===== config.mk =====
export PLATFORM = sky130hd
export DESIGN_NAME = adc_parallel_read_control
export DESIGN_NICKNAME = d
export VERILOG_FILES = /design/src/design/adc_read_pkg.sv /design/src/design/adc_parallel_read_control.sv /design/src/design/conv_timer.sv /design/src/design/result_buffer.sv
export VERILOG_INCLUDE_DIRS = /design/src /design/src/design
export SDC_FILE = /design/constraint.sdc
export NUM_CORES = 1
export LEC_CHECK = 0
export BUFFER_PORTS_ARGS = -buffer_cell sky130_fd_sc_hd__buf_2
export CORE_AREA = 2 2 104 106
export DETAILED_ROUTE_END_ITERATION = 12
export DIE_AREA = 0 0 106 108
export PLACE_DENSITY = 0.75
export SYNTH_ARGS = -nofsm -noshare
export SYNTH_HDL_FRONTEND = slang
export SYNTH_SLANG_ARGS = --single-unit

===== constraint.sdc =====
create_clock -name aclk -period 3.1 [get_ports aclk]
set_clock_uncertainty 0.1 [all_clocks]
set_input_delay 0.62 -clock aclk [delete_from_list [all_inputs] [get_ports aclk]]
set_output_delay 0.62 -clock aclk [all_outputs]
set_load 0.01 [all_outputs]

===== src/design/adc_read_map.svh =====
// register offsets, field positions, reset values and timing counts
// for the parallel read control block; included by bare name
`ifndef ADC_READ_MAP_SVH
`define ADC_READ_MAP_SVH

// ----------------------------------------------------------------
// register offsets (byte addresses, one aligned word each)
// ----------------------------------------------------------------
`define REG_CTRL           8'h00
`define REG_STATUS         8'h04
`define REG_RESULT         8'h08
`define REG_COUNT          8'h0C

// ----------------------------------------------------------------
// field positions and reset values
// ----------------------------------------------------------------
`define CTRL_BIPOLAR_BIT   0
`define CTRL_ENABLE_BIT    1
`define CTRL_RESET_VALUE   2'h2
`define STAT_BUSY_BIT      0
`define STAT_PENDING_BIT   1
`define STAT_IGNORED_BIT   2

// ----------------------------------------------------------------
// axi responses
// ----------------------------------------------------------------
`define RESP_OKAY          2'h0
`define RESP_SLVERR        2'h2

// ----------------------------------------------------------------
// timing
// ----------------------------------------------------------------
`define CLK_PERIOD_NS      40
`define CONV_TIME_NS       2700
// longest time: round down to whole cycles
`define CONV_CYCLES        (`CONV_TIME_NS / `CLK_PERIOD_NS)

`endif


===== src/design/adc_read_pkg.sv =====
// types and helpers shared by the parallel read control files
// assumes adc_read_map.svh supplies nothing needed here
package adc_read_pkg;

  typedef logic [11:0] code_t;
  typedef logic [7:0]  byte_t;

  typedef enum logic [1:0] {
    CONV_IDLE,
    CONV_RUN,
    CONV_HOLD
  } conv_state_t;

  // unipolar keeps natural binary; bipolar inverts the msb of the
  // offset-binary core code to give two's complement
  function automatic code_t encode_code(input code_t raw, input logic bipolar);
    encode_code = bipolar ? {~raw[11], raw[10:0]} : raw;
  endfunction : encode_code

  // shared low outputs: low byte, or the top nibble right-justified
  function automatic byte_t shared_mux(input code_t word, input logic upper_sel);
    shared_mux = upper_sel ? {4'h0, word[11:8]} : word[7:0];
  endfunction : shared_mux

endpackage : adc_read_pkg


===== src/design/adc_parallel_read_control.sv =====
// top of the converter's parallel read interface: start gating,
// busy, output latch, byte multiplexer and an axi4-lite slave
// assumes pins are synchronous to aclk; the analog core supplies
// its code on analog_code, valid at the end of the timed conversion
//
// Function
// start needs chip select, read, byte-select low
// starts ignored while a conversion runs
// busy low exactly while converting
// wait-state host stalls until busy returns
// pipelined read starts conversion, shows previous result
// result right-justified, lsb rightmost
// byte-select steers result onto shared low outputs
// top nibble always on upper outputs when driving
// busy acknowledges start; old result shown meanwhile
// latch updated first, then busy returns high
// byte mode first read behaves as parallel
// byte-select read: no start, nibble low, rest zero
// pipelined second read returns new, starts again
// host spaces reads by conversion plus gap
// pipelined byte mode uses three reads
// host waits conversion time before third read
// conversion completes within its longest time
// unipolar natural binary, bipolar two's complement
// outputs float unless chip select and read low
//
// Chosen here: the AXI4-Lite slave port and the register offsets.
`timescale 1ns/1ps
`default_nettype none
`include "adc_read_map.svh"

module adc_parallel_read_control (
  input  wire logic                aclk,
  input  wire logic                aresetn,
  // converter pins
  input  wire logic                cs_n,
  input  wire logic                rd_n,
  input  wire logic                upper_byte_select,
  output logic                     busy_n,
  output logic [3:0]               upper_nibble_outputs,
  output logic [7:0]               shared_byte_outputs,
  output logic                     data_oe,
  // analog core result
  input  wire adc_read_pkg::code_t analog_code,
  // axi4-lite slave
  input  wire logic [7:0]          s_axi_awaddr,
  input  wire logic                s_axi_awvalid,
  output logic                     s_axi_awready,
  input  wire logic [31:0]         s_axi_wdata,
  input  wire logic [3:0]          s_axi_wstrb,
  input  wire logic                s_axi_wvalid,
  output logic                     s_axi_wready,
  output logic [1:0]               s_axi_bresp,
  output logic                     s_axi_bvalid,
  input  wire logic                s_axi_bready,
  input  wire logic [7:0]          s_axi_araddr,
  input  wire logic                s_axi_arvalid,
  output logic                     s_axi_arready,
  output logic [31:0]              s_axi_rdata,
  output logic [1:0]               s_axi_rresp,
  output logic                     s_axi_rvalid,
  input  wire logic                s_axi_rready
);

  // ----------------------------------------------------------------
  // declarations
  // ----------------------------------------------------------------
  logic [1:0]          ctrl_q;
  logic                ignored_q;
  logic [15:0]         count_q;
  logic                start_prev_q;
  adc_read_pkg::code_t result_bits_q;
  logic                busy_n_q;
  logic [3:0]          upper_q;
  logic [7:0]          shared_q;
  logic                oe_q;

  logic                selected;
  logic                start_cond;
  logic                start_pulse;
  logic                free;
  logic                accept;
  logic                reading_upper;

  logic                conv_running;
  logic                conv_valid;
  logic                conv_ready;
  adc_read_pkg::code_t conv_data;
  logic                buf_valid;
  logic                buf_ready;
  adc_read_pkg::code_t buf_data;

  logic                aw_hold_q;
  logic [7:0]          aw_addr_q;
  logic                w_hold_q;
  logic [31:0]         w_data_q;
  logic [3:0]          w_strb_q;
  logic                bvalid_q;
  logic [1:0]          bresp_q;
  logic                rvalid_q;
  logic [31:0]         rdata_q;
  logic [1:0]          rresp_q;
  logic                do_write;
  logic                clr_ignored;

  // ----------------------------------------------------------------
  // start gating
  // ----------------------------------------------------------------

  // all three inputs low qualify a start; only the edge of that
  // condition counts, so a read held low through the end of a
  // conversion does not retrigger it
  assign selected      = !cs_n && !rd_n;
  assign start_cond    = selected && !upper_byte_select;
  assign start_pulse   = start_cond && !start_prev_q && ctrl_q[`CTRL_ENABLE_BIT];
  assign reading_upper = selected && upper_byte_select;

  // free only once the previous word has reached the output latch
  assign free   = !conv_running && !buf_valid;
  assign accept = start_pulse && free;

  always_ff @(posedge aclk) begin
    if (!aresetn) begin
      start_prev_q <= 1'b0;
    end else begin
      start_prev_q <= start_cond;
    end
  end

  // ----------------------------------------------------------------
  // conversion and result path
  // ----------------------------------------------------------------
  conv_timer u_conv_timer (
    .aclk        (aclk),
    .aresetn     (aresetn),
    .start       (accept),
    .bipolar     (ctrl_q[`CTRL_BIPOLAR_BIT]),
    .analog_code (analog_code),
    .running     (conv_running),
    .out_valid   (conv_valid),
    .out_ready   (conv_ready),
    .out_data    (conv_data)
  );

  result_buffer u_result_buffer (
    .aclk      (aclk),
    .aresetn   (aresetn),
    .in_valid  (conv_valid),
    .in_ready  (conv_ready),
    .in_data   (conv_data),
    .out_valid (buf_valid),
    .out_ready (buf_ready),
    .out_data  (buf_data)
  );

  // the latch must not change under an upper-byte read, else the
  // two bytes of one word could come from different conversions
  assign buf_ready = !reading_upper;

  // output latch keeps the previous result until the new one lands
  always_ff @(posedge aclk) begin
    if (!aresetn) begin
      result_bits_q <= 12'h000;
    end else if (buf_valid && buf_ready) begin
      result_bits_q <= buf_data;
    end
  end

  // busy falls the edge after the start and rises only when the
  // buffer is empty, i.e. the latch already holds the new word
  always_ff @(posedge aclk) begin
    if (!aresetn) begin
      busy_n_q <= 1'b1;
    end else begin
      busy_n_q <= !(accept || conv_running || buf_valid);
    end
  end

  // ----------------------------------------------------------------
  // data outputs
  // ----------------------------------------------------------------

  // registered drivers: one cycle of latency from the pins, traded
  // for glitch-free outputs
  always_ff @(posedge aclk) begin
    if (!aresetn) begin
      oe_q     <= 1'b0;
      upper_q  <= 4'h0;
      shared_q <= 8'h00;
    end else begin
      oe_q     <= selected;
      upper_q  <= result_bits_q[11:8];
      shared_q <= adc_read_pkg::shared_mux(result_bits_q, upper_byte_select);
    end
  end

  assign busy_n               = busy_n_q;
  assign data_oe              = oe_q;
  assign upper_nibble_outputs = upper_q;
  assign shared_byte_outputs  = shared_q;

  // ----------------------------------------------------------------
  // status counters and flags
  // ----------------------------------------------------------------

  // a start lost to a running conversion is noted; set wins over
  // the write-one clear in the same cycle
  always_ff @(posedge aclk) begin
    if (!aresetn) begin
      ignored_q <= 1'b0;
    end else if (start_pulse && !free) begin
      ignored_q <= 1'b1;
    end else if (clr_ignored) begin
      ignored_q <= 1'b0;
    end
  end

  // completed conversions, wraps
  always_ff @(posedge aclk) begin
    if (!aresetn) begin
      count_q <= 16'h0000;
    end else if (conv_valid && conv_ready) begin
      count_q <= count_q + 16'h0001;
    end
  end

  // ----------------------------------------------------------------
  // axi4-lite write channels
  // ----------------------------------------------------------------

  // address and data are taken in either order and held until both
  // are in; nothing new is taken while a response waits
  assign s_axi_awready = !aw_hold_q && !bvalid_q;
  assign s_axi_wready  = !w_hold_q && !bvalid_q;
  assign do_write      = aw_hold_q && w_hold_q && !bvalid_q;
  assign clr_ignored   = do_write && (aw_addr_q == `REG_STATUS) && w_strb_q[0]
                         && w_data_q[`STAT_IGNORED_BIT];

  always_ff @(posedge aclk) begin
    if (!aresetn) begin
      aw_hold_q <= 1'b0;
      aw_addr_q <= 8'h00;
    end else if (s_axi_awvalid && s_axi_awready) begin
      aw_hold_q <= 1'b1;
      aw_addr_q <= s_axi_awaddr;
    end else if (do_write) begin
      aw_hold_q <= 1'b0;
    end
  end

  always_ff @(posedge aclk) begin
    if (!aresetn) begin
      w_hold_q <= 1'b0;
      w_data_q <= 32'h0000_0000;
      w_strb_q <= 4'h0;
    end else if (s_axi_wvalid && s_axi_wready) begin
      w_hold_q <= 1'b1;
      w_data_q <= s_axi_wdata;
      w_strb_q <= s_axi_wstrb;
    end else if (do_write) begin
      w_hold_q <= 1'b0;
    end
  end

  // response: unmapped offsets answer slverr
  always_ff @(posedge aclk) begin
    if (!aresetn) begin
      bvalid_q <= 1'b0;
      bresp_q  <= `RESP_OKAY;
    end else if (do_write) begin
      bvalid_q <= 1'b1;
      unique case (aw_addr_q)
        `REG_CTRL, `REG_STATUS, `REG_RESULT, `REG_COUNT: bresp_q <= `RESP_OKAY;
        default:                                         bresp_q <= `RESP_SLVERR;
      endcase
    end else if (s_axi_bready) begin
      bvalid_q <= 1'b0;
    end
  end

  // control register: mode bits steer coding and start enable
  always_ff @(posedge aclk) begin
    if (!aresetn) begin
      ctrl_q <= `CTRL_RESET_VALUE;
    end else if (do_write && (aw_addr_q == `REG_CTRL) && w_strb_q[0]) begin
      ctrl_q <= w_data_q[1:0];
    end
  end

  assign s_axi_bvalid = bvalid_q;
  assign s_axi_bresp  = bresp_q;

  // ----------------------------------------------------------------
  // axi4-lite read channels
  // ----------------------------------------------------------------
  assign s_axi_arready = !rvalid_q;

  always_ff @(posedge aclk) begin
    if (!aresetn) begin
      rvalid_q <= 1'b0;
      rdata_q  <= 32'h0000_0000;
      rresp_q  <= `RESP_OKAY;
    end else if (s_axi_arvalid && s_axi_arready) begin
      rvalid_q <= 1'b1;
      rresp_q  <= `RESP_OKAY;
      unique case (s_axi_araddr)
        `REG_CTRL:   rdata_q <= {30'h0000_0000, ctrl_q};
        `REG_STATUS: rdata_q <= {29'h0000_0000, ignored_q, buf_valid, !busy_n_q};
        `REG_RESULT: rdata_q <= {20'h0_0000, result_bits_q};
        `REG_COUNT:  rdata_q <= {16'h0000, count_q};
        default: begin
          rdata_q <= 32'h0000_0000;
          rresp_q <= `RESP_SLVERR;
        end
      endcase
    end else if (s_axi_rready) begin
      rvalid_q <= 1'b0;
    end
  end

  assign s_axi_rvalid = rvalid_q;
  assign s_axi_rdata  = rdata_q;
  assign s_axi_rresp  = rresp_q;

endmodule : adc_parallel_read_control

`default_nettype wire


===== src/design/conv_timer.sv =====
// self-timed conversion sequencer: counts the conversion time,
// then offers the coded result until the buffer takes it
// assumes start is a one-cycle pulse given only while idle
`timescale 1ns/1ps
`default_nettype none
`include "adc_read_map.svh"

module conv_timer (
  input  wire logic                aclk,
  input  wire logic                aresetn,
  input  wire logic                start,
  input  wire logic                bipolar,
  input  wire adc_read_pkg::code_t analog_code,
  output logic                     running,
  output logic                     out_valid,
  input  wire logic                out_ready,
  output adc_read_pkg::code_t      out_data
);

  // hold, buffer and busy stages take three of the counted cycles
  localparam logic [6:0] LAST_CYCLE = 7'(`CONV_CYCLES - 4);

  adc_read_pkg::conv_state_t state_q;
  logic [6:0]                cnt_q;
  adc_read_pkg::code_t       data_q;

  assign running   = (state_q != adc_read_pkg::CONV_IDLE);
  assign out_valid = (state_q == adc_read_pkg::CONV_HOLD);
  assign out_data  = data_q;

  // the hold state stalls the sequencer while the buffer is full,
  // so no finished word is dropped
  always_ff @(posedge aclk) begin
    if (!aresetn) begin
      state_q <= adc_read_pkg::CONV_IDLE;
      cnt_q   <= 7'h00;
      data_q  <= 12'h000;
    end else begin
      unique case (state_q)
        adc_read_pkg::CONV_IDLE: begin
          cnt_q <= 7'h00;
          if (start) state_q <= adc_read_pkg::CONV_RUN;
        end
        adc_read_pkg::CONV_RUN: begin
          if (cnt_q == LAST_CYCLE) begin
            data_q  <= adc_read_pkg::encode_code(analog_code, bipolar);
            state_q <= adc_read_pkg::CONV_HOLD;
          end else begin
            cnt_q <= cnt_q + 7'h01;
          end
        end
        adc_read_pkg::CONV_HOLD: begin
          if (out_ready) state_q <= adc_read_pkg::CONV_IDLE;
        end
        default: state_q <= adc_read_pkg::CONV_IDLE;
      endcase
    end
  end

endmodule : conv_timer

`default_nettype wire


===== src/design/result_buffer.sv =====
// two-entry result buffer with valid/ready on both sides
// assumes one clock and a synchronous active-low reset
`timescale 1ns/1ps
`default_nettype none

module result_buffer (
  input  wire logic                aclk,
  input  wire logic                aresetn,
  input  wire logic                in_valid,
  output logic                     in_ready,
  input  wire adc_read_pkg::code_t in_data,
  output logic                     out_valid,
  input  wire logic                out_ready,
  output adc_read_pkg::code_t      out_data
);

  adc_read_pkg::code_t mem_q [2];
  logic                wr_ptr_q;
  logic                rd_ptr_q;
  logic [1:0]          count_q;
  logic                push;
  logic                pop;

  // honest full and empty from the entry count
  assign in_ready  = (count_q != 2'h2);
  assign out_valid = (count_q != 2'h0);
  assign out_data  = mem_q[rd_ptr_q];
  assign push      = in_valid & in_ready;
  assign pop       = out_valid & out_ready;

  // storage is not reset; only valid entries are ever read
  always_ff @(posedge aclk) begin
    if (push) begin
      mem_q[wr_ptr_q] <= in_data;
    end
  end

  // pointers and count
  always_ff @(posedge aclk) begin
    if (!aresetn) begin
      wr_ptr_q <= 1'b0;
      rd_ptr_q <= 1'b0;
      count_q  <= 2'h0;
    end else begin
      if (push) wr_ptr_q <= ~wr_ptr_q;
      if (pop) rd_ptr_q <= ~rd_ptr_q;
      if (push && !pop) begin
        count_q <= count_q + 2'h1;
      end else if (pop && !push) begin
        count_q <= count_q - 2'h1;
      end
    end
  end

endmodule : result_buffer

`default_nettype wire

==> summary.md <==
| Metric | Value |
|---|---|
| CORE AREA | `10200 um^2` |
| Worst path slowest cell | `dfxtp_1` |
| # DRC | `0` |
| Share of cells above drive strength 1 | `approximately 22%` |
| RSZ-0062 raised after global routing | `false` |
| Fin crit share | `roughly 74%` |
| Cell Area, Placed | `5680 um^2` |
| Vias | `between 3000 and 4000` |
| CP endpoint | `u_result_buffer.count_q[1]` |
| GRT Total Usage | `about a fifth` |
| First-pass GRT wire length | `18100 um` |
| Layout area overhead | `18.7%` |
| Cell accounting for the most synthesized area | `dfxtp_1` |
| CTS tree | `yes` |
| Post-CTS Hold Buffers | `0` |
| Final hold vios | `0` |
| Worst endpoint required time | `between 3 and 4 ns` |
| Maximum fanout along the worst path | `11` |
| Share of the synthesized area in the top cell type | `around 40%` |
| Static leakage | `2.50 nW` |
| R2R Setup Slk | `between 0.7 and 0.8 ns` |
| Total negative slack | `0 ns` |
| Worst-Margin Slew | `between 0.7 and 0.8 ns` |
| Async set-reset flop share out of synthesis | `0%` |
| Critical Path AT | `between 2 and 3 ns` |
| Max IR drop VDD | `0.000418 V` |
| Clk_lat worst skew | `approximately 0.5 ns` |
| Critical Path Max Stage Delay | `~0.63 ns` |
| Die Ht | `108 um` |
| Initial core utilization | `roughly 51%` |
| Total CTS buffers | `17` |
| Row Count | `37` |
| CP Launch Point | `u_conv_timer.state_q[1]` |
| Pwr per Cell Area | `about 700 nW/um^2` |
| Post-Syn Area | `5260 um^2` |
| Startpoint Class | `flip-flop` |
| Synth cell types | `52` |
| Type of the worst min-delay path | `input pin to flip-flop` |
| PortBufs | `78` |
| Relative slew slack | `between 40% and 50%` |
| WL per Instance | `around 15 um` |
| H-tree Lvls | `4` |
| Gate Count Post-Synth | `~520` |
| Critical Path, Cell by Cell | `nor2b_1, buf_4, nand2_1, inv_1, ha_1, or3_1, a21oi_1` |
| Crit Path Class | `flip-flop to flip-flop` |
| Largest net degree at the start of global routing | `50` |
| 1st-pass router iterations | `4` |
| Post-synth EDFFs | `24` |
| Reg2reg start | `u_conv_timer.state_q[1]` |
| Antenna Cells | `0` |
| Seq cells post-synth | `~130` |
| DPL Wire Length | `between 7000 and 8000 um` |
| Vias in the first global route | `3829` |
| Postcts setup bufs | `0` |
| Die ar. | `11400 um^2` |
| DRT antenna net count | `0` |
| Design area | `6240 um^2` |
| DRT iter0 DRCs | `200` |
| Final Wtd Congestion | `between 0.8 and 0.9` |
| Post-CTS resize count | `0` |
| Seq/Total Area, Yosys | `around 54%` |
| Crit path buffers/inverters | `2` |
| Critical R2R Capture | `u_result_buffer.count_q[1]` |
| WP depth | `7` |
| Initial antenna violation count | `0` |
| Syn Area/Cell | `about 10 um^2` |
| Clock Tree Buf Depth | `2` |
| Largest cells by area after synthesis | `dfxtp_1, edfxtp_1, mux2i_1` |
| Worst-path clk slew | `approximately 0.070 ns` |
| Nets@finish | `672` |
| Top Ports | `around 130` |
| Fmax | `between 400 and 500 MHz` |
| Die width | `between 100 and 150 um` |
| Most frequent cells in the layout | `dfxtp_1, buf_2, nor2_1` |
| R2R cell count | `7` |
| Commonest non-fill, non-tap cell in the layout | `dfxtp_1` |
| Main synth FF type | `dfxtp_1` |
| Number of max-cap violations | `0` |
| Crit. End Element | `flip-flop` |
| Crit-path leading delay family | `simple AND/OR/NAND/NOR gates` |
| Grt ovf | `0` |
| Tmin final | `2.30 ns` |
| CTS Sinks | `about 130` |
| Clk root buf | `clkbuf_8` |
| Final Setup Violations | `0` |
| Slew Limit Fails | `0` |
| Status | `complete, no violations` |
| Yosys warning total | `0` |
| Post-DR vias/cell | `~5.3` |
| WL final | `around 11000 um` |
metrics by stage:
stage	cells	total power [mW]	setup WS, ns	util (%)	hold WS [ns]
after floorplan	536	2.44	0.576	-	0.307
after global placement	712	2.58	0.672	55.5	0.314
after detailed placement	712	2.61	0.635	55.5	0.321
after CTS	744	4.48	0.822	61.0	0.177
after global routing	744	4.66	0.634	61.0	0.179
final	744	4.45	0.796	61.0	0.192
synth_stat cells, types with 2 or more instances:
cell and count:
a22oi_1 10, buf_6 2, nor4_1 3, buf_4 20
buf_1 2, o21ai_0 14, nand4_1 9, or2_2 2
nand4b_1 2, edfxtp_1 24, nor2_1 75, nor3_1 10
clkbuf_1 18, and3_1 5, mux2_2 9, ha_1 3
or3b_2 2, a32oi_1 4, or3_1 4, and4_1 2
a21oi_1 25, buf_2 2, nand2_1 38, mux2i_1 37
nand2b_1 3, nand3b_1 2, o21a_1 4, mux4_2 2
xnor2_1 6, dfxtp_1 105, nor2b_1 3, and2_1 11
inv_1 9, nand3_1 13, a211oi_1 17, xor2_1 6
layer usage:
metal	wire [um]	global-route usage, %
met2	5290	34.4
met3	538	4.82
met1	4980	24.8
met5	0	0
met4	107	7.24
worst min path at each step:
stage,startpoint,to,depth (start not counted),slack [ns]
3_3_place_gp,u_conv_timer.cnt_q[6],u_conv_timer.cnt_q[6],2,0.31
6_report,s_axi_rready,s_axi_rvalid,2,0.19
4_1_cts,s_axi_rready,s_axi_rvalid,2,0.18
5_1_grt,s_axi_rready,s_axi_rvalid,2,0.18
3_5_place_dp,u_conv_timer.cnt_q[6],u_conv_timer.cnt_q[6],2,0.32
2_1_floorplan,u_conv_timer.cnt_q[6],u_conv_timer.cnt_q[6],2,0.31
sequential cells by signal (all words and copies together), names as in the netlist, 2 cells and up:
name	cells
aw_addr_q	8
ctrl_q	2
result_bits_q	12
u_conv_timer.state_q	2
w_data_q	3
u_conv_timer.out_data	12
upper_nibble_outputs	4
shared_byte_outputs	8
s_axi_rdata	16
u_result_buffer.mem_q	24
u_result_buffer.count_q	2
count_q	16
u_conv_timer.cnt_q	7
worst reg2reg max path, stage by stage, from the launching register on:
cell	delay (ns)
dfxtp_1	0.63
nor2b_1	0.20
buf_4	0.17
nand2_1	0.09
inv_1	0.24
ha_1	0.32
or3_1	0.35
a21oi_1	0.14
area by class of cell:
type / instances / area (um^2)
multi-input combinational: 353 / 2200
clock buffer: 17 / 414
tap: 136 / 170
fill: 805 / 3990
inverter: 10 / 37.5
clock inverter: 15 / 146
sequential: 129 / 2820
timing repair buffer: 84 / 448
cell families after synthesis:
family                     count (synthesis)  synth area share (%)
adders and majority gates                  3                 0.714
AOI/OAI and AO/OA                         80                  9.79
xor gates and xnor gates                  12                  2.00
muxes                                     48                  9.83
other                                      1                0.0714
DFF                                      129                  53.7
and+or+nand+nor                          192                  18.3
buffers and inverters                     54                  5.62
report_power, final:
group	internal [mW]	leakage, nW	switching, mW
combinational	0.274	1.15	0.332
clock	1.09	0.279	0.780
sequential	1.83	1.08	0.141
total	3.20	2.50	1.25
(Power assumes the default switching activity.)
